<file path="config.mk">
export PLATFORM = sky130hd
export DESIGN_NAME = uart_baud_irda_config
export DESIGN_NICKNAME = d
export VERILOG_FILES = /design/src/hdl/uart_cfg_pkg.sv /design/src/hdl/uart_baud_irda_config.sv
export SDC_FILE = /design/constraint.sdc
export NUM_CORES = 1
export LEC_CHECK = 0
export BUFFER_PORTS_ARGS = -buffer_cell sky130_fd_sc_hd__buf_2
export CAP_MARGIN = 20
export CORE_UTILIZATION = 45
export CTS_BUF_LIST = sky130_fd_sc_hd__clkbuf_4 sky130_fd_sc_hd__clkbuf_8 sky130_fd_sc_hd__clkbuf_16
export DETAILED_ROUTE_END_ITERATION = 6
export PLACE_DENSITY = 0.6
export SKIP_CTS_REPAIR_TIMING = 1
export SYNTH_ARGS = -nofsm -noshare
export SYNTH_HDL_FRONTEND = slang
export SYNTH_SLANG_ARGS = --single-unit
</file>
<file path="constraint.sdc">
create_clock -name clk -period 8.09 [get_ports clk]
set_clock_uncertainty 0.05 [all_clocks]
set_input_delay 0.809 -clock clk [delete_from_list [all_inputs] [get_ports clk]]
set_output_delay 0.809 -clock clk [all_outputs]
set_load 0.02 [all_outputs]
</file>
<file path="src/hdl/uart_cfg_pkg.sv">
// Constants, register map and shared types of the serial rate and infrared configuration block.
package uart_cfg_pkg;
    localparam int unsigned CLK_HZ = 20_000_000;
    localparam int unsigned DATA_BITS = 8;
    localparam int unsigned FIFO_DEPTH = 8;
    // Register indices; byte address is four times the index.
    localparam logic [4:0] IDX_COMM_CONTROL = 5'h05;
    localparam logic [4:0] IDX_STATUS = 5'h06;
    localparam logic [4:0] IDX_RX_DATA = 5'h07;
    localparam logic [4:0] IDX_DIV_LOW = 5'h08;
    localparam logic [4:0] IDX_DIV_HIGH = 5'h09;
    localparam logic [4:0] IDX_AUTORATE = 5'h0a;
    localparam logic [4:0] IDX_DEBUG = 5'h0b;
    localparam logic [4:0] IDX_IR_EVENT = 5'h0c;
    localparam logic [4:0] IDX_TX_PULSE = 5'h0d;
    localparam logic [4:0] IDX_RX_FILTER = 5'h0e;
    localparam logic [4:0] IDX_TX_DATA = 5'h0f;
    // Field positions.
    localparam int unsigned POS_TX_ON = 0;
    localparam int unsigned POS_RX_ON = 1;
    localparam int unsigned POS_RX_MODE = 2;
    localparam int unsigned POS_COMM_MODE = 4;
    localparam int unsigned POS_WINDOW = 6;
    localparam int unsigned POS_RUN_HALTED = 0;
    localparam int unsigned POS_EVENT_IN = 0;
    localparam int unsigned POS_RX_FULL = 0;
    localparam int unsigned POS_SYNC_OK = 1;
    localparam int unsigned POS_SYNC_FAIL = 2;
    localparam int unsigned POS_FIFO_FULL = 3;
    localparam int unsigned POS_TX_BUSY = 4;
    // Reset values.
    localparam logic [7:0] RST_BYTE = 8'h00;
    localparam logic [15:0] RST_DIVISOR = 16'h0000;
    // Timing in sample ticks and clock cycles.
    localparam logic [4:0] SAMPLES_NORMAL = 5'h10;
    localparam logic [4:0] SAMPLES_DOUBLE = 5'h08;
    localparam logic [7:0] IR_PULSE_SAMPLES = 8'h03;
    localparam logic [7:0] TX_PULSE_OFF = 8'hff;
    localparam logic [7:0] SYNC_PERIOD = 8'h20;
    localparam logic [7:0] TOL_W0 = 8'h06;
    localparam logic [7:0] TOL_W1 = 8'h05;
    localparam logic [7:0] TOL_W2 = 8'h07;
    localparam logic [7:0] TOL_W3 = 8'h08;
    localparam logic [2:0] SYNC_PERIODS = 3'h4;
    localparam int unsigned RATE_SHIFT = 7;
    localparam logic [3:0] LAST_FRAME_BIT = 4'h9;

    typedef enum logic [1:0] {
        COMM_ASYNC = 2'b00,
        COMM_SYNC = 2'b01,
        COMM_INFRARED = 2'b10,
        COMM_SPI_MASTER = 2'b11
    } comm_mode_e;

    typedef enum logic [1:0] {
        RX_NORMAL = 2'b00,
        RX_DOUBLE = 2'b01,
        RX_GENERIC_RATE_DETECT = 2'b10,
        RX_CONSTRAINED_RATE_DETECT = 2'b11
    } rx_mode_e;

    typedef enum logic [0:0] {
        LINE_IDLE = 1'b0,
        LINE_BUSY = 1'b1
    } line_state_e;

    typedef struct packed {
        comm_mode_e comm_mode_select;
        rx_mode_e receive_mode_select;
        logic receiver_on;
        logic transmitter_on;
    } comm_cfg_s;
endpackage : uart_cfg_pkg

</file>
<file path="src/hdl/uart_baud_irda_config.sv">
// Serial transceiver with rate divisor, rate detection, infrared shaping and transmit FIFO.
// Contract
// - Divisor is 16 bits, low byte at base index, high byte next.
// - Writing the divisor reloads the prescaler at once; frames may corrupt.
// - Window field picks 18, 15, 21 or 25 percent sync tolerance.
// - Halted processor without run bit freezes the block and ignores events.
// - Event input enable feeds infrared receiver from event, ignoring the pin.
// - Pulse length zero makes each pulse three sixteenths of a bit.
// - Values one to 0xFE give pulses that many clocks from bit start.
// - All ones disables pulse coding; signals pass straight through.
// - Pulse length matters only in infrared mode; set before transmitter on.
// - Seven-bit filter off at zero; otherwise needs N+1 samples to accept.
// - Filter applies only in infrared mode; set before receiver on.
// - Receive mode selects normal, double, generic or constrained rate detection.
// - Constrained detection needs each two bits within window of 32 samples.
//
// Decided for this implementation: register access over APB.
`timescale 1ns/10ps

module tx_fifo #(
    parameter int WIDTH = 8,
    parameter int DEPTH = 8
) (
    input wire logic clk,
    input wire logic rst,
    input wire logic in_valid,
    output logic in_ready,
    input wire logic [WIDTH-1:0] in_data,
    output logic out_valid,
    input wire logic out_ready,
    output logic [WIDTH-1:0] out_data
);
    localparam int AW = $clog2(DEPTH);
    logic [WIDTH-1:0] mem [DEPTH];
    logic [AW-1:0] wr_ptr;
    logic [AW-1:0] rd_ptr;
    logic [AW:0] count;
    logic push;
    logic pop;

    assign in_ready = count != (AW+1)'(DEPTH);
    assign out_valid = count != '0;
    assign out_data = mem[rd_ptr];
    assign push = in_valid & in_ready;
    assign pop = out_valid & out_ready;

    always_ff @(posedge clk) begin
        if (push) begin
            mem[wr_ptr] <= in_data;
        end
    end

    always_ff @(posedge clk or posedge rst) begin
        if (rst) begin
            wr_ptr <= '0;
            rd_ptr <= '0;
            count <= '0;
        end else begin
            if (push) begin
                wr_ptr <= wr_ptr + 1'b1;
            end
            if (pop) begin
                rd_ptr <= rd_ptr + 1'b1;
            end
            count <= count + (AW+1)'(push) - (AW+1)'(pop);
        end
    end
endmodule : tx_fifo

module uart_baud_irda_config
    import uart_cfg_pkg::*;
(
    input wire logic clk,
    input wire logic rst,
    input wire logic psel,
    input wire logic penable,
    input wire logic pwrite,
    input wire logic [7:0] paddr,
    input wire logic [31:0] pwdata,
    output logic [31:0] prdata,
    output logic pready,
    output logic pslverr,
    input wire logic rx_pin,
    input wire logic ir_event_in,
    input wire logic cpu_halted,
    output logic tx_pin,
    output logic tx_pin_oe
);
    comm_cfg_s cfg;
    logic [7:0] rate_divisor_low, rate_divisor_high, tx_pulse_length;
    logic [15:0] divisor;
    logic [1:0] sync_window_size;
    logic run_while_halted, ir_event_input_enable;
    logic [6:0] rx_pulse_filter;
    logic rx_full, sync_ok, sync_fail;
    logic [7:0] rx_data, read_val;
    logic [4:0] idx;
    logic access, hit, stall, wr, rd, run, sample_tick;
    logic [15:0] presc_cnt;
    logic [4:0] spb;
    logic fifo_ready, fifo_valid, fifo_pop;
    logic [7:0] fifo_data;
    line_state_e tx_state;

    assign divisor = {rate_divisor_high, rate_divisor_low};
    assign idx = paddr[6:2];
    assign access = psel & penable;
    assign hit = paddr[1:0] == 2'b00 && !paddr[7] && idx >= IDX_COMM_CONTROL
                 && idx <= IDX_TX_DATA;
    assign stall = pwrite && idx == IDX_TX_DATA && !fifo_ready;
    assign wr = access & pready & pwrite & ~pslverr;
    assign rd = access & pready & ~pwrite & ~pslverr;
    // A halted processor freezes the block unless the run bit is set.
    assign run = !cpu_halted || run_while_halted;
    assign spb = (cfg.comm_mode_select == COMM_ASYNC && cfg.receive_mode_select == RX_DOUBLE)
                 ? SAMPLES_DOUBLE : SAMPLES_NORMAL;

    always_comb begin
        read_val = 8'h00;
        unique case (idx)
            IDX_COMM_CONTROL: read_val = {2'b00, cfg};
            IDX_STATUS: read_val = {3'b000, (tx_state == LINE_BUSY) | fifo_valid, ~fifo_ready,
                                    sync_fail, sync_ok, rx_full};
            IDX_RX_DATA: read_val = rx_data;
            IDX_DIV_LOW: read_val = rate_divisor_low;
            IDX_DIV_HIGH: read_val = rate_divisor_high;
            IDX_AUTORATE: read_val = {sync_window_size, 6'h00};
            IDX_DEBUG: read_val = {7'h00, run_while_halted};
            IDX_IR_EVENT: read_val = {7'h00, ir_event_input_enable};
            IDX_TX_PULSE: read_val = tx_pulse_length;
            IDX_RX_FILTER: read_val = {1'b0, rx_pulse_filter};
            default: read_val = 8'h00;
        endcase
    end

    // One wait state; a write to a full FIFO holds pready low until a word drains.
    always_ff @(posedge clk or posedge rst) begin
        if (rst) begin
            pready <= 1'b0;
            pslverr <= 1'b0;
            prdata <= 32'h0000_0000;
        end else if (access && !pready && !stall) begin
            pready <= 1'b1;
            pslverr <= !hit;
            prdata <= {24'h00_0000, read_val};
        end else begin
            pready <= 1'b0;
            pslverr <= 1'b0;
        end
    end

    // Rate detection state, declared here because it loads the divisor.
    logic ab_load;
    logic [15:0] ab_value;

    always_ff @(posedge clk or posedge rst) begin
        if (rst) begin
            cfg <= '0;
            rate_divisor_low <= RST_BYTE;
            rate_divisor_high <= RST_BYTE;
            sync_window_size <= 2'b00;
            run_while_halted <= 1'b0;
            ir_event_input_enable <= 1'b0;
            tx_pulse_length <= RST_BYTE;
            rx_pulse_filter <= 7'h00;
        end else if (wr) begin
            unique case (idx)
                IDX_COMM_CONTROL: cfg <= comm_cfg_s'(pwdata[5:0]);
                IDX_DIV_LOW: rate_divisor_low <= pwdata[7:0];
                IDX_DIV_HIGH: rate_divisor_high <= pwdata[7:0];
                IDX_AUTORATE: sync_window_size <= pwdata[POS_WINDOW +: 2];
                IDX_DEBUG: run_while_halted <= pwdata[POS_RUN_HALTED];
                IDX_IR_EVENT: ir_event_input_enable <= pwdata[POS_EVENT_IN];
                IDX_TX_PULSE: tx_pulse_length <= pwdata[7:0];
                IDX_RX_FILTER: rx_pulse_filter <= pwdata[6:0];
                default: ;
            endcase
        end else if (ab_load) begin
            {rate_divisor_high, rate_divisor_low} <= ab_value;
        end
    end

    logic div_wr;
    logic [15:0] next_divisor;
    assign div_wr = wr && (idx == IDX_DIV_LOW || idx == IDX_DIV_HIGH);
    assign next_divisor = (idx == IDX_DIV_LOW) ? {rate_divisor_high, pwdata[7:0]}
                                               : {pwdata[7:0], rate_divisor_low};

    // The prescaler reloads on the write itself, so a frame in flight may break.
    always_ff @(posedge clk or posedge rst) begin
        if (rst) begin
            presc_cnt <= RST_DIVISOR;
        end else if (div_wr) begin
            presc_cnt <= next_divisor;
        end else if (ab_load) begin
            presc_cnt <= ab_value;
        end else if (run) begin
            presc_cnt <= (presc_cnt == 16'h0000) ? divisor : presc_cnt - 16'h0001;
        end
    end
    assign sample_tick = run && presc_cnt == 16'h0000;

    tx_fifo #(.WIDTH(DATA_BITS), .DEPTH(FIFO_DEPTH)) fifo (
        .clk(clk),
        .rst(rst),
        .in_valid(wr && idx == IDX_TX_DATA),
        .in_ready(fifo_ready),
        .in_data(pwdata[7:0]),
        .out_valid(fifo_valid),
        .out_ready(fifo_pop),
        .out_data(fifo_data)
    );

    // Transmitter.
    logic [9:0] tx_shift;
    logic [3:0] tx_bits;
    logic [4:0] tx_phase;
    logic tx_bit, bit_end, pulse_start, ir_active;
    logic [7:0] pulse_left;

    assign ir_active = cfg.comm_mode_select == COMM_INFRARED
                       && tx_pulse_length != TX_PULSE_OFF;
    assign fifo_pop = run && tx_state == LINE_IDLE && cfg.transmitter_on && fifo_valid;
    assign bit_end = sample_tick && tx_phase == spb - 5'h01;
    assign tx_bit = (tx_state == LINE_IDLE) ? 1'b1 : tx_shift[0];
    assign pulse_start = ir_active && ((fifo_pop) ||
                         (tx_state == LINE_BUSY && bit_end && tx_bits != LAST_FRAME_BIT
                          && !tx_shift[1]));

    always_ff @(posedge clk or posedge rst) begin
        if (rst) begin
            tx_state <= LINE_IDLE;
            tx_shift <= 10'h3ff;
            tx_bits <= 4'h0;
            tx_phase <= 5'h00;
        end else if (fifo_pop) begin
            tx_state <= LINE_BUSY;
            tx_shift <= {1'b1, fifo_data, 1'b0};
            tx_bits <= 4'h0;
            tx_phase <= 5'h00;
        end else if (tx_state == LINE_BUSY && sample_tick) begin
            tx_phase <= bit_end ? 5'h00 : tx_phase + 5'h01;
            if (bit_end) begin
                tx_shift <= {1'b1, tx_shift[9:1]};
                tx_bits <= tx_bits + 4'h1;
                if (tx_bits == LAST_FRAME_BIT) begin
                    tx_state <= LINE_IDLE;
                end
            end
        end
    end

    // Pulses mark zero bits and start together with the bit.
    always_ff @(posedge clk or posedge rst) begin
        if (rst) begin
            pulse_left <= 8'h00;
        end else if (pulse_start) begin
            pulse_left <= (tx_pulse_length == 8'h00) ? IR_PULSE_SAMPLES : tx_pulse_length;
        end else if (pulse_left != 8'h00 && run && (tx_pulse_length != 8'h00 || sample_tick)) begin
            pulse_left <= pulse_left - 8'h01;
        end
    end

    // The pin stays driven until the frame in flight has finished.
    always_ff @(posedge clk or posedge rst) begin
        if (rst) begin
            tx_pin <= 1'b1;
            tx_pin_oe <= 1'b0;
        end else begin
            tx_pin <= ir_active ? (pulse_left != 8'h00) : tx_bit;
            tx_pin_oe <= cfg.transmitter_on || tx_state == LINE_BUSY;
        end
    end

    // Receive front end with infrared pulse filter.
    logic raw_src, rx_level, rx_prev, pulse_taken, ir_accept;
    logic [6:0] hi_cnt;
    logic [4:0] ir_hold;

    assign raw_src = ir_event_input_enable ? ir_event_in : rx_pin;
    assign ir_accept = ir_active && raw_src && !pulse_taken && hi_cnt == rx_pulse_filter;

    always_ff @(posedge clk or posedge rst) begin
        if (rst) begin
            hi_cnt <= 7'h00;
            pulse_taken <= 1'b0;
            ir_hold <= 5'h00;
            rx_level <= 1'b1;
            rx_prev <= 1'b1;
        end else if (run) begin
            rx_prev <= rx_level;
            if (!raw_src) begin
                hi_cnt <= 7'h00;
                pulse_taken <= 1'b0;
            end else if (ir_accept) begin
                pulse_taken <= 1'b1;
            end else if (hi_cnt != rx_pulse_filter) begin
                hi_cnt <= hi_cnt + 7'h01;
            end
            if (ir_accept) begin
                ir_hold <= spb;
            end else if (sample_tick && ir_hold != 5'h00) begin
                ir_hold <= ir_hold - 5'h01;
            end
            rx_level <= ir_active ? (ir_hold == 5'h00 && !ir_accept) : raw_src;
        end
    end

    // Receiver, sampling each bit at its middle.
    line_state_e rx_state;
    logic [4:0] rx_phase;
    logic [3:0] rx_bits;
    logic [7:0] rx_shift;
    logic rx_done, rx_mid;

    assign rx_mid = sample_tick && rx_phase == {1'b0, spb[4:1]};
    assign rx_done = rx_state == LINE_BUSY && rx_mid && rx_bits == LAST_FRAME_BIT && rx_level;

    always_ff @(posedge clk or posedge rst) begin
        if (rst) begin
            rx_state <= LINE_IDLE;
            rx_phase <= 5'h00;
            rx_bits <= 4'h0;
            rx_shift <= 8'h00;
            rx_data <= 8'h00;
        end else if (rx_state == LINE_IDLE) begin
            if (run && cfg.receiver_on && rx_prev && !rx_level) begin
                rx_state <= LINE_BUSY;
                rx_phase <= 5'h00;
                rx_bits <= 4'h0;
            end
        end else if (sample_tick) begin
            rx_phase <= (rx_phase == spb - 5'h01) ? 5'h00 : rx_phase + 5'h01;
            if (rx_mid) begin
                rx_bits <= rx_bits + 4'h1;
                rx_shift <= {rx_level, rx_shift[7:1]};
                if ((rx_bits == 4'h0 && rx_level) || rx_bits == LAST_FRAME_BIT) begin
                    rx_state <= LINE_IDLE;
                end
                if (rx_done) begin
                    rx_data <= rx_shift;
                end
            end
        end
    end

    // Rate detection on the alternating sync character.
    logic ab_enabled, ab_fall, ab_good, ab_in_window;
    logic [2:0] ab_edges;
    logic [7:0] ab_period, tol;
    logic [22:0] ab_clocks, ab_total;

    assign ab_enabled = cfg.comm_mode_select == COMM_ASYNC && cfg.receiver_on
                        && cfg.receive_mode_select[1];
    assign ab_fall = run && ab_enabled && rx_prev && !rx_level;
    always_comb begin
        unique case (sync_window_size)
            2'b00: tol = TOL_W0;
            2'b01: tol = TOL_W1;
            2'b10: tol = TOL_W2;
            2'b11: tol = TOL_W3;
        endcase
    end
    assign ab_in_window = ab_period >= SYNC_PERIOD - tol && ab_period <= SYNC_PERIOD + tol;
    // Rounding to the nearest sample keeps an exact sync character from landing one below.
    assign ab_total = ab_clocks + (23'h00_0001 << (RATE_SHIFT - 1));
    assign ab_value = ab_total[22:RATE_SHIFT] - 16'h0001;
    assign ab_load = ab_fall && ab_edges == SYNC_PERIODS && !div_wr && ab_value != 16'hffff
                     && ab_good && (cfg.receive_mode_select == RX_GENERIC_RATE_DETECT
                                    || ab_in_window);

    always_ff @(posedge clk or posedge rst) begin
        if (rst) begin
            ab_edges <= 3'h0;
            ab_period <= 8'h00;
            ab_clocks <= 23'h00_0000;
            ab_good <= 1'b0;
        end else if (!ab_enabled || ab_period == 8'hff) begin
            ab_edges <= 3'h0;
            ab_period <= 8'h00;
        end else if (ab_fall) begin
            ab_period <= 8'h00;
            if (ab_edges == 3'h0) begin
                ab_edges <= 3'h1;
                ab_clocks <= 23'h00_0000;
                ab_good <= 1'b1;
            end else begin
                ab_edges <= (ab_edges == SYNC_PERIODS) ? 3'h0 : ab_edges + 3'h1;
                ab_good <= ab_good && (cfg.receive_mode_select == RX_GENERIC_RATE_DETECT
                                       || ab_in_window);
            end
        end else if (ab_edges != 3'h0 && run) begin
            ab_clocks <= ab_clocks + 23'h00_0001;
            if (sample_tick) begin
                ab_period <= ab_period + 8'h01;
            end
        end
    end

    // Hardware sets win over software clears.
    always_ff @(posedge clk or posedge rst) begin
        if (rst) begin
            rx_full <= 1'b0;
            sync_ok <= 1'b0;
            sync_fail <= 1'b0;
        end else begin
            rx_full <= rx_done || (rx_full && !(rd && idx == IDX_RX_DATA));
            sync_ok <= ab_load || (sync_ok && !(wr && idx == IDX_STATUS && pwdata[POS_SYNC_OK]));
            sync_fail <= (ab_fall && ab_edges == SYNC_PERIODS && !ab_load)
                         || (sync_fail && !(wr && idx == IDX_STATUS && pwdata[POS_SYNC_FAIL]));
        end
    end

    divisor_reload_a: assert property (@(posedge clk) disable iff (rst)
        div_wr |=> presc_cnt == divisor) else $error("prescaler not reloaded by divisor write");
    divisor_high_read_a: assert property (@(posedge clk) disable iff (rst)
        (access && !pready && !pwrite && idx == IDX_DIV_HIGH && hit)
        |=> prdata == {24'h00_0000, $past(rate_divisor_high)}) else $error("high byte misread");
    sync_window_a: assert property (@(posedge clk) disable iff (rst)
        (ab_fall && ab_edges > 3'h0 && ab_edges < SYNC_PERIODS && !ab_in_window
         && cfg.receive_mode_select == RX_CONSTRAINED_RATE_DETECT) |=> !ab_good)
        else $error("out of window sync period accepted");
    halt_freeze_a: assert property (@(posedge clk) disable iff (rst)
        (!run && !div_wr && !ab_load) |=> presc_cnt == $past(presc_cnt) && $stable(tx_state))
        else $error("block ran while halted");
    event_source_a: assert property (@(posedge clk) disable iff (rst)
        (ir_event_input_enable && run && !ir_active) |=> rx_level == $past(ir_event_in))
        else $error("event input not selected");
    short_pulse_a: assert property (@(posedge clk) disable iff (rst)
        (pulse_start && tx_pulse_length == 8'h00) |=> pulse_left == IR_PULSE_SAMPLES)
        else $error("three sixteenths pulse wrong");
    fixed_pulse_a: assert property (@(posedge clk) disable iff (rst)
        (pulse_start && tx_pulse_length != 8'h00) |=> pulse_left == $past(tx_pulse_length)
        ##1 tx_pin) else $error("fixed pulse length wrong");
    pass_through_a: assert property (@(posedge clk) disable iff (rst)
        !ir_active |=> tx_pin == $past(tx_bit)) else $error("pin not passed through");
    filter_samples_a: assert property (@(posedge clk) disable iff (rst)
        (ir_accept && rx_pulse_filter == 7'h02 && run && $past(run, 2))
        |-> $past(raw_src) && $past(raw_src, 2)) else $error("pulse accepted too early");
    detect_async_a: assert property (@(posedge clk) disable iff (rst)
        (cfg.comm_mode_select != COMM_ASYNC) |=> ab_edges == 3'h0 && !ab_load)
        else $error("rate detection outside async mode");
    reserved_zero_a: assert property (@(posedge clk) disable iff (rst)
        (access && !pready && !pwrite && idx == IDX_DEBUG) |=> prdata[31:1] == 31'h0000_0000)
        else $error("reserved bits not zero");

    frame_sent_c: cover property (@(posedge clk) disable iff (rst)
        tx_state == LINE_BUSY ##1 tx_state == LINE_IDLE);
    byte_received_c: cover property (@(posedge clk) disable iff (rst) rx_done);
    rate_detected_c: cover property (@(posedge clk) disable iff (rst) ab_load);
    fifo_stall_c: cover property (@(posedge clk) disable iff (rst) access && stall);
endmodule : uart_baud_irda_config

</file>
== After elaboration in Yosys (flattened, before gate mapping) ==
Memory sizes are Yosys's and may differ from the RTL's.
Cells that the tools add are included.

* Bits in writable memories: 64
* Memories: 1
* Flip-flop bits (word level): 186

{| class="wikitable"
|+ Memory list
! name !! depth !! width !! read ports !! clocked after Yosys merged registers in !! wr ports !! line !! source
|-
| fifo.mem || 8 || 8 || 1 || 0 || 1 || uart_baud_irda_config.sv:34 || <nowiki>logic [WIDTH-1:0] mem [DEPTH];</nowiki>
|}

* Reductions and logical operators: 129
* Bitwise gates (word level): 14
* Multiplexer cells: 70
* Add/sub/neg operators: 20
* Magnitude comparators: 4
* Equality and inequality tests: 38

{| class="wikitable"
|+ Operators with widths
! operator !! count
|-
| two-way mux 8 bit || 13
|-
| two-way mux 16 bit || 5
|-
| one-hot mux 8 bit (10 select lines) || 1
|-
| two-way mux 23 bit || 3
|-
| logical AND 1 bit || 57
|-
| two-way mux 5 bit || 10
|-
| == test 5 x 4 -> 1 bit, second input constant || 8
|-
| one-hot mux 8 bit (4 select lines) || 1
|-
| subtractor 16 x 1 -> 16 bit, second input constant || 2
|-
| two-way mux 10 bit || 3
|-
| two-way mux 4 bit || 7
|-
| AND reduction 2 bit || 14
|-
| adder 23 x 1 -> 23 bit, second input constant || 1
|-
| adder 23 x 7 -> 23 bit, second input constant || 1
|-
| two-way mux 7 bit || 3
|-
| two-way mux 1 bit || 20
|-
| nonzero test 2 bit || 9
|-
| zero test 1 bit || 16
|-
| zero test 16 bit || 1
|-
| != test 16 bit, second input constant || 1
|-
| nonzero test 8 bit || 2
|-
| == test 5 x 3 -> 1 bit, second input constant || 3
|-
| AND reduction 3 bit || 5
|-
| two-way mux 3 bit || 4
|-
| 41 further kinds || 85
|}

== Logic depth before layout (Yosys ltp) ==
Gate-level depths: netlist of the first run.

* Depth in word-level cells: 14
* Depth in mapped cells: 15

== Cells and area by module ==
Synthesis of the first run repeated with hierarchy kept, for this count alone.

* Cell total of the unflattened synthesis: 1345
* Area total of the unflattened synthesis: 13870.8 um^2

{| class="wikitable"
|+ Modules (own cells, without submodules)
! module !! times used !! area each (um^2) !! cells each
|-
| uart_baud_irda_config || 1 || 10810.4 || 1196
|-
| tx_fifo || 1 || 3060.4 || 149
|}

== Least setup slack after synthesis of the first run ==
Ideal clock, no wire load.

* Kind: reg-to-reg
* From: register ab_clocks[6]
* To: register presc_cnt[10]
* Arrival: 3.361 ns
* Period minus slack after synthesis: 3.488 ns
* Data required time: 7.964 ns
* Setup time: 0.076 ns
* Stages on the path, launching flop included: 15
* Path slack: 4.602 ns
* Buffers on the path: 3
* Cell sequence: dfrtp_1 > ha_1 > buf_6 > and3_4 > buf_6 > or4_4 > a211oi_4 > o211ai_1 > xnor2_1 > nor4b_2 > nand4b_1 > o21ai_1 > buf_4 > mux2_2 > o21ai_1

* Longest elaborated chain between the ends: 8
* Elaborated cells between the ends (all ways): 9
* Those cells by class: add/sub: 2; eq/ne: 1; mux: 2; reduce/logical: 4

{| class="wikitable"
|+ Ends and longest elaborated chain
! what !! line !! source
|-
| start, declared || uart_baud_irda_config.sv:351 || <nowiki>logic [22:0] ab_clocks, ab_total;</nowiki>
|-
| start signal, assigned || uart_baud_irda_config.sv:393 || <nowiki>ab_clocks <= ab_clocks + 23'h00_0001;</nowiki>
|-
| adder 23 x 7 -> 23 bit * || uart_baud_irda_config.sv:366 || <nowiki>assign ab_total = ab_clocks + (23'h00_0001 << (RATE_SHIFT - 1));</nowiki>
|-
| subtractor 16 x 1 -> 16 bit * || uart_baud_irda_config.sv:367 || <nowiki>assign ab_value = ab_total[22:RATE_SHIFT] - 16'h0001;</nowiki>
|-
| != test 16 bit || uart_baud_irda_config.sv:368 || <nowiki>assign ab_load = ab_fall && ab_edges == SYNC_PERIODS && !div_wr && ab_value != 16'hffff</nowiki>
|-
| logical AND 1 bit || uart_baud_irda_config.sv:368 ||
|-
| logical AND 1 bit (2 in series) || uart_baud_irda_config.sv:369 || <nowiki>&& ab_good && (cfg.receive_mode_select == RX_GENERIC_RATE_DETECT</nowiki>
|-
| two-way mux 16 bit || uart_baud_irda_config.sv:195 || <nowiki>end else if (ab_load) begin</nowiki>
|-
| two-way mux 16 bit || uart_baud_irda_config.sv:193 || <nowiki>end else if (div_wr) begin</nowiki>
|-
| end signal, assigned || uart_baud_irda_config.sv:194 || <nowiki>presc_cnt <= next_divisor;</nowiki>
|-
| end signal, assigned || uart_baud_irda_config.sv:196 || <nowiki>presc_cnt <= ab_value;</nowiki>
|-
| end signal, assigned || uart_baud_irda_config.sv:198 || <nowiki>presc_cnt <= (presc_cnt == 16'h0000) ? divisor : presc_cnt - 16'h0001;</nowiki>
|-
| end, declared || uart_baud_irda_config.sv:99 || <nowiki>logic [15:0] presc_cnt;</nowiki>
|}

Mark *: on every way between the ends. The rest lies on a longest branch, timed or not.
A chain may end at the register's enable or synchronous reset.

== Final worst setup path of the first run ==
Same ends and word-level chain as after synthesis.

==> results of run 1 <==
==> final cells by class <==
type | count | share of cell area [%]
repair buffers | 50 | 1.95
clock inverters | 12 | 0.948
inverters | 41 | 1.07
diodes | 2 | 0.0333
multi-input cells | 992 | 44.0
flip-flops and latches | 249 | 43.7
clock buffers | 37 | 5.12
well taps | 390 | 3.24
==> power by group <==
| group | switching [mW] | leakage (nW) | total [mW] | internal, mW |
|---|---|---|---|---|
| Sequential | 0.105 | 3.06 | 1.50 | 1.39 |
| Combinational | 0.269 | 2.84 | 0.479 | 0.211 |
| Clock | 0.505 | 0.465 | 1.27 | 0.762 |
| Total | 0.879 | 6.36 | 3.25 | 2.37 |
==> worst max path at each step <==
stage | slack (ps) | cells past startpoint | endpoint
5_1_grt | 3370 | 12 | presc_cnt[10]
3_5_place_dp | 3640 | 12 | presc_cnt[10]
4_1_cts | 3630 | 12 | presc_cnt[10]
3_3_place_gp | 3460 | 11 | presc_cnt[10]
2_1_floorplan | 2220 | 1 | ab_clocks[0]
6_report | 3630 | 12 | presc_cnt[10]
==> cell usage after synthesis, types with 8 or more instances <==
cell type	number
edfxtp_1	64
a31oi_1	30
clkbuf_1	41
inv_1	41
nand2_1	148
nor2_1	130
or3_1	11
nand4_1	21
nand2b_1	10
o21ai_0	62
o21ai_1	12
a21oi_1	49
a22oi_1	12
nor3_1	47
mux2i_1	17
buf_4	27
nor2b_1	18
xnor2_1	53
nand3b_1	12
xor2_1	43
dfrtp_1	173
and2_1	8
nand3_1	32
mux2_2	45
o22ai_1	13
ha_1	39
and4_1	11
mux4_2	16
a211oi_1	20
dfstp_2	12
==> critical path, delay by kind of cell (launching register included) <==
family / cells / cell delay (ps)
AOI/OAI and AO/OA: 4 / 1380
and+or+nand+nor: 4 / 1220
DFF: 1 / 500
adders and majority gates: 1 / 380
muxes: 1 / 340
xor gates and xnor gates: 1 / 250
buffers and inverters: 1 / 240
==> cell families after synthesis <==
| family | after synthesis | synth area share, % |
|---|---|---|
| and+or+nand+nor | 493 | 17.8 |
| AOI/OAI and AO/OA | 261 | 12.3 |
| other | 1 | 0.0274 |
| adders and majority gates | 40 | 3.71 |
| muxes | 78 | 7.57 |
| DFF | 249 | 47.9 |
| buffers and inverters | 126 | 4.54 |
| xor gates and xnor gates | 96 | 6.13 |
==> per-layer routing <==
layer | up-vias | track usage [%] | routed length (um)
li1 | 4841 | - | -
met1 | 4996 | 31.1 | 15500
met2 | 224 | 36.2 | 15900
met3 | 54 | 3.17 | 1470
met4 | 4 | 6.50 | 831
met5 | - | 0 | 28
==> flip-flops by register name, summed over array words and instances, names as in the netlist, 9 cells and up <==
name and flops:
ab_clocks 23, fifo.mem 64, presc_cnt 16, tx_shift 9
==> through the flow <==
step	power [mW]	cell area, sq um	util [%]	cells	hold WS, ps
global route	3.40	15000	50.5	1771	426
finish	3.25	15000	50.5	1773	382
detailed placement	2.00	14100	47.4	1721	395
floorplan	1.88	13800	-	1367	385
CTS	3.27	15000	50.4	1770	404
global placement	1.98	14100	47.3	1720	393
==> placed cells by master, fill, tap and decap left out, types with 20 or more instances in the layout <==
cell	netlist	layout
dfrtp_1	173	173
nand2_1	148	148
nor2_1	130	130
edfxtp_1	64	64
o21ai_0	62	62
xnor2_1	53	53
a21oi_1	49	49
nor3_1	47	46
mux2_2	45	45
xor2_1	43	43
inv_1	41	40
ha_1	39	39
buf_2	7	35
nand3_1	32	32
a31oi_1	30	30
clkbuf_16	0	27
conb_1	1	24
nand4_1	21	21
a211oi_1	20	20
==> impl_metrics.tcl, run 1 <==
set metrics [dict create \
    status "completed" \
    r2r_start "ab_clocks[6]" \
    holdCritPathClass "in -> async" \
    powerDensity_nw_per_um2 216 \
    die_y_um 177 \
    path_clk_slew_ps 60 \
    syn_area_sq_um 13700 \
    hold_violations 0 \
    yosysUniqueCellTypes 83 \
    required_ps 8490 \
    power_leakage_nw 6.36 \
    r2r_setup_slack_ps 3630 \
    peakVddDrop_mv 0.155 \
    cpPeakStageDelay_ps 620 \
    syn_avg_cell_area_sq_um 10.2 \
    dr.pass1.iters 5 \
    dp_hpwl_mm 23.1 \
    antenna_found_initial 4 \
    overflow 0 \
    synth_area_leaders "dfrtp_1, edfxtp_1, nand2_1, mux2_2, ha_1" \
    chipWidth_um 177 \
    core_area_sq_um 29800 \
    maxCapViolCount 0 \
    regArea_sq_um 6570 \
    period_needed_ps 4460 \
    cts_buffers 27 \
    pre_cts_ws_ps 3640 \
    tns_ps 0 \
    yosys_warnings 0 \
    area_growth_pct 9.74 \
    gp_congestion 0.868 \
    drv_slew 0 \
    cp_slowest_cell "o21ai_2" \
    cp_cell_sequence "ha_1 > and3_4 > or4_4 > a211oi_4 > o211ai_1 > xnor2_1 > nor4b_2 > nand4b_1 > o21ai_2 > buf_8 > mux2_2 > o21ai_1" \
    cts_root_buffer "clkbuf_16" \
    cts_sinks 249 \
    clk_path_buf_depth 3 \
    vias 10100 \
    startpoint_type "register" \
    worstSetupEndpointType "register" \
    synth_ff_type "dfrtp_1" \
    async_reset_ff_share_pct 74.3 \
    io_pins 84 \
    numPortBuffers 35 \
    synth_top_area_share_pct 31.6 \
    h-tree-depth 1 \
    rr_worst_depth 12 \
    rows 63 \
    ys_ff_latch 249 \
    vias_per_cell 5.71 \
    setup_violations 0 \
    relSlewSlack_pct 28.3 \
    grt_pass1_vias 9883 \
    crit_start "ab_clocks[6]" \
    synth_top_cell_by_area "dfrtp_1" \
    die_area_sq_um 31200 \
    max_freq_mhz 224 \
    setup_ws_ps 3630 \
    worstPathMaxFanout 11 \
    drc 0 \
    synth_edf_count 64 \
    wl_per_cell_um 19.0 \
    start_util_pct 46.0 \
    cts_tree "built" \
    worst_pin_slew_ps 1070 \
    grt_max_degree 116 \
    clk_latency_ps 540 \
    ant_nets 0 \
    finalCritPeriodShare_pct 55.1 \
    fill_cells 2742 \
    rsz0062_at_grt "false" \
    grt_use_total_pct 22.3 \
    multi_input_area_sq_um 6620 \
    worstPathArrival_ps 4860 \
    grt_pass1_wl_mm 54.4 \
    synth-seq-area-share_pct 47.9 \
    r2r-end "presc_cnt[10]" \
    drt-initial-drc-count 667 \
    netlist_instances 1344 \
    routed_wl_mm 33.8 \
    nets 1449 \
    criticalPathCategory "reg -> reg" \
    drive_gt1_share_pct 14.5 \
]
(Power assumes the default switching activity.)
==> run 2: changes to the inputs <==
PLACE_DENSITY = 0.62   (was 0.6)
clock period = 3.9 ns   (was 8.09 ns; I/O delays follow)
==> run 2 against run 1 <==
Effect of this change:
- final area increased by 2.5%
- register-to-register slack got worse by 3400 ps
- non-clock buffer count increased by 26
- count of clock-buffer cells in the layout decreased by 1
- global-route usage decreased by 0.29 points
- first-iteration DRC count decreased by 0.90%
- critical path type unchanged
- sequential share of layout area decreased by 1.0 points
==> impl_metrics.tcl, run 2 (synthesized netlist as in run 1, its figures left out) <==
set metrics [dict create \
    area_growth_pct 12.4 \
    cts_root_buffer "clkbuf_16" \
    antenna_found_initial 3 \
    period_needed_ps 3700 \
    grt_use_total_pct 22.1 \
    worstPathMaxFanout 10 \
    cpPeakStageDelay_ps 460 \
    startpoint_type "register" \
    cts_buffers 28 \
    relSlewSlack_pct 27.1 \
    holdCritPathClass "in -> reg" \
    largest_register_ffs 64 \
    min_path_cells 3 \
    overflow 0 \
    regMostFlops "fifo.mem" \
    worstPathArrival_ps 4060 \
    worstSetupEndpointType "register" \
    grt_max_degree 81 \
    worst_pin_slew_ps 1080 \
    worst-path-buf-inv 1 \
    r2r-end "presc_cnt[5]" \
    final_common_cell "dfrtp_1" \
    clk_latency_ps 550 \
    cp_slowest_cell "or4_4" \
    setup_violations 0 \
    stdcell_count 1800 \
    r2r_setup_slack_ps 200 \
    rsz0062_at_grt "false" \
    dp_cells 1747 \
    vias_per_cell 5.72 \
    top_regs "fifo.mem x64, ab_clocks x23, presc_cnt x16" \
    cp_top_family "simple AND/OR/NAND/NOR gates" \
    path_clk_slew_ps 60 \
    min-delay-start "paddr[7]" \
    cts_tree "built" \
    criticalPathCategory "reg -> reg" \
    dr.pass1.iters 5 \
    chipWidth_um 177 \
    holdPathEnd "pslverr" \
    setup_ws_ps 196 \
    grt_pass1_vias 9884 \
    pre_cts_ws_ps 129 \
    start_util_pct 46.0 \
    core_area_sq_um 29800 \
    powerDensity_nw_per_um2 460 \
    drv_slew 0 \
    h-tree-depth 1 \
    ant_nets 0 \
    power_mw 7.09 \
    vias 10300 \
    die_y_um 177 \
    wl_per_cell_um 18.7 \
    dp_hpwl_mm 23.6 \
    clk_path_buf_depth 3 \
    drt-initial-drc-count 661 \
    max_freq_mhz 270 \
    cp_cell_sequence "ha_1 > and3_4 > or4_4 > a211oi_4 > o211ai_1 > xnor2_1 > nor4b_2 > nand4b_1 > o21ai_2 > buf_4 > mux2i_1 > o21ai_1" \
    io_pins 84 \
    required_ps 4260 \
    gp_congestion 0.873 \
    rows 63 \
    finalCritPeriodShare_pct 95.0 \
    layout_common_cells "dfrtp_1, nand2_1, nor2_1" \
    tns_ps 0 \
    power_leakage_nw 6.54 \
    die_area_sq_um 31200 \
    routed_wl_mm 33.6 \
    cts_sinks 249 \
    r2r_start "ab_clocks[6]" \
    drc 0 \
    status "completed" \
    nets 1476 \
    fin_util_pct 51.7 \
    rr_worst_depth 12 \
    maxCapViolCount 0 \
    peakVddDrop_mv 0.310 \
    fill_cells 2744 \
    grt_pass1_wl_mm 54.1 \
    numPortBuffers 35 \
    hold_violations 0 \
    drive_gt1_share_pct 16.2 \
]
## run 2: cell type report
class | count | area, sq um | area share [%]
multi-input cells | 992 | 6630 | 43.0
flip-flops and latches | 249 | 6570 | 42.6
clock buffers | 36 | 792 | 5.14
repair buffers | 76 | 510 | 3.31
well taps | 390 | 488 | 3.17
clock inverters | 15 | 269 | 1.75
inverters | 41 | 158 | 1.02
diodes | 1 | 2.50 | 0.0162
## run 2: worst register-to-register path: cells and delay by family (launching register included)
family / cells / cell delay, ps
AND/OR/NAND/NOR: 4 / 1160
AO/OA/AOI/OAI: 4 / 1060
flip-flops: 1 / 380
buffers and inverters: 1 / 280
adder cells (fa/ha/maj): 1 / 230
multiplexers: 1 / 220
XOR/XNOR: 1 / 210
## run 2: how the worst max path moves through the flow
stage	to	cells after the start	startpoint
final	presc_cnt[5]	12	ab_clocks[6]
after global routing	presc_cnt[4]	11	ab_clocks[9]
after CTS	rate_divisor_low[1]	10	ab_clocks[6]
after detailed placement	rate_divisor_low[1]	10	ab_clocks[6]
after global placement	rate_divisor_low[1]	10	ab_clocks[6]
after floorplan	presc_cnt[10]	14	ab_clocks[6]
## run 2: stage by stage
stage	hold slack, ps	instance area, sq um
after floorplan	385	13800
after global placement	268	14300
after detailed placement	265	14300
after CTS	-305	15400
after global routing	141	15400
final	118	15400
## run 2: report_power, final
group          internal [mW]  leakage (nW)  switching (mW)  total, mW
logic                  0.447          2.97           0.543      0.990
clock network           1.89         0.517            1.08       2.97
registers               2.89          3.06           0.237       3.13
total                   5.23          6.54            1.86       7.09
## run 2: routing by layer
layer / routed length, um / global-route usage, % / up-vias
met4: 956 / 6.72 / 2
li1: - / - / 4909
met2: 15400 / 34.9 / 273
met5: 13 / 0 / -
met1: 15600 / 31.6 / 5057
met3: 1700 / 2.65 / 60
==> run 3: changes to the inputs <==
CORE_ASPECT_RATIO = 1.25   (was default)
SYNTH_HIERARCHICAL = 1   (was default)
==> run 3 against run 2 <==
Effect of this change:
- wire length is 5.6% higher
- total power is 5.4% lower
- worst setup slack better by 81 ps
- sequential power is 2% lower
- first-iteration DRC count is 8.9% higher
- combinational power is 2.7% lower
- utilization is 0.33 points lower
- largest cell class unchanged
- largest power group unchanged
==> impl_metrics.tcl, run 3 <==
set metrics [dict create \
    status "completed" \
    yosys_warnings 6 \
    synth_top_cell_by_area "dfrtp_1" \
    power_leakage_nw 6.68 \
    yosysUniqueCellTypes 82 \
    top_usage_layer "met2" \
    vias_per_cell 5.75 \
    drt-initial-drc-count 720 \
    setup_violations 0 \
    drv_slew 0 \
    die_y_um 198 \
    area_growth_pct 11.9 \
    rsz0062_at_grt "false" \
    use_met2_pct 40.9 \
    dp_hpwl_mm 25.2 \
    routed_wl_mm 35.5 \
    start_util_pct 45.9 \
    peakVddDrop_mv 0.319 \
    final_common_cell "dfrtp_1" \
    min-delay-start "paddr[7]" \
    cts_buffers 27 \
    holdPathEnd "pslverr" \
    rr_worst_depth 10 \
    r2r_start "presc_cnt[2]" \
    ys_ff_latch 249 \
    wl_per_cell_um 19.6 \
    required_ps 4310 \
    clk_latency_ps 550 \
    worstPathMaxFanout 16 \
    die_area_sq_um 31500 \
    cts_tree "built" \
    overflow 0 \
    whs_ps 55.9 \
    drc 0 \
    n_antenna_cell 0 \
    numPortBuffers 35 \
    startpoint_type "register" \
    grt_pass1_vias 10000 \
    cts_root_buffer "clkbuf_16" \
    largest_register_ffs 64 \
    period_needed_ps 3620 \
    synth_ff_type "dfrtp_1" \
    antenna_found_initial 0 \
    h-tree-depth 1 \
    rows 71 \
    dp_cells 1760 \
    nets 1479 \
    clk_path_buf_depth 3 \
    finalCritPeriodShare_pct 92.9 \
    synth_edf_count 64 \
    async_reset_ff_share_pct 74.3 \
    chipWidth_um 159 \
    crit_start "presc_cnt[2]" \
    top_regs "fifo/mem x64, ab_clocks x23, presc_cnt x16" \
    synth-seq-area-share_pct 47.3 \
    criticalPathCategory "reg -> reg" \
    relSlewSlack_pct 38.1 \
    worstSetupEndpointType "register" \
    path_clk_slew_ps 60 \
    core_area_sq_um 30200 \
    met3_usage_pct 2.64 \
    synth_commonest_cells "dfrtp_1, nand2_1, nor2_1" \
    vias 10400 \
    maxCapViolCount 0 \
    dr.pass1.iters 6 \
    grt_pass1_wl_mm 56.1 \
    grtUsageMet1_pct 27.2 \
    r2r-end "pulse_left[0]" \
    holdCritPathClass "in -> reg" \
    layout_common_cells "dfrtp_1, nand2_1, nor2_1" \
    regMostFlops "fifo/mem" \
    worst_pin_slew_ps 921 \
    fill_cells 2755 \
    synth_most_common_cell "dfrtp_1" \
    tns_ps 0 \
    cts_sinks 249 \
    min_path_cells 3 \
    syn_avg_cell_area_sq_um 10.3 \
    grt_use_total_pct 22.7 \
    synth_area_leaders "dfrtp_1, edfxtp_1, mux2_2, nand2_1, nor2_1" \
    netlist_instances 1345 \
    max_freq_mhz 276 \
    ant_nets 0 \
    regArea_sq_um 6570 \
    gp_congestion 0.882 \
    multi_input_area_sq_um 6790 \
    r2r_setup_slack_ps 280 \
    synth_top_area_share_pct 31.2 \
    powerDensity_nw_per_um2 432 \
    syn_area_sq_um 13900 \
    stdcell_count 1813 \
    drive_gt1_share_pct 15.4 \
    hold_violations 0 \
    worstPathArrival_ps 4030 \
    grt_max_degree 63 \
    io_pins 84 \
]
-- run 3: final cells by class --
type,instances,share of cell area (%)
timing repair buffer,80,3.72
clock inverter,12,0.911
clock buffer,38,5.09
inverter,40,0.991
multi-input combinational,993,43.8
sequential,249,42.3
tap,401,3.23
-- run 3: worst max-delay path by stage --
stage | endpoint | slack, ps | cells past startpoint
5_1_grt | presc_cnt[1] | 20 | 13
6_report | pulse_left[0] | 280 | 10
2_1_floorplan | pulse_left[1] | 80 | 12
4_1_cts | pulse_left[1] | 180 | 9
3_3_place_gp | pulse_left[1] | 240 | 9
3_5_place_dp | pulse_left[6] | 200 | 8
-- run 3: layer usage --
layer	vias up	wire length, um
li1	4930	-
met1	5124	14200
met2	291	18100
met3	85	1690
met4	0	1570
met5	-	0
-- run 3: power by group --
group	switching [mW]	leakage, nW	internal, mW	total [mW]
sequential	0.218	3.05	2.86	3.08
clock	1.06	0.471	1.61	2.67
combinational	0.533	3.16	0.430	0.963
-- run 3: per-stage QoR --
stage          total power [mW]  worst slack, ps  cell area, sq um  util [%]
2_1_floorplan              3.79             84.8             14000         -
4_1_cts                    6.76              180             15500      51.2
3_3_place_gp               4.05              237             14500      48.1
3_5_place_dp               4.08              200             14500      48.1
5_1_grt                    6.99             16.7             15500      51.4
6_report                   6.71              277             15500      51.4
-- run 3: cell families (layout without fill, tap and decap cells) --
kind of cell | Yosys count | in the layout | share of synthesized area, %
fa+ha+maj | 40 | 40 | 3.66
simple gates | 489 | 489 | 17.2
flops | 249 | 249 | 47.3
other cells | 1 | 24 | 0.0270
buf+inv | 126 | 170 | 4.37
compound gates | 241 | 241 | 11.5
xor+xnor | 100 | 100 | 6.31
mux | 99 | 99 | 9.53
-- run 3: worst max-delay path: stages, from the launching register on --
cell and delay, ps:
dfrtp_1 380, or4_4 580, nor4_4 190, or3b_1 410, or4_1 570, or4b_1 520, or3_4 360, a21oi_4 150
buf_12 150, nor2_1 50, a21oi_1 120
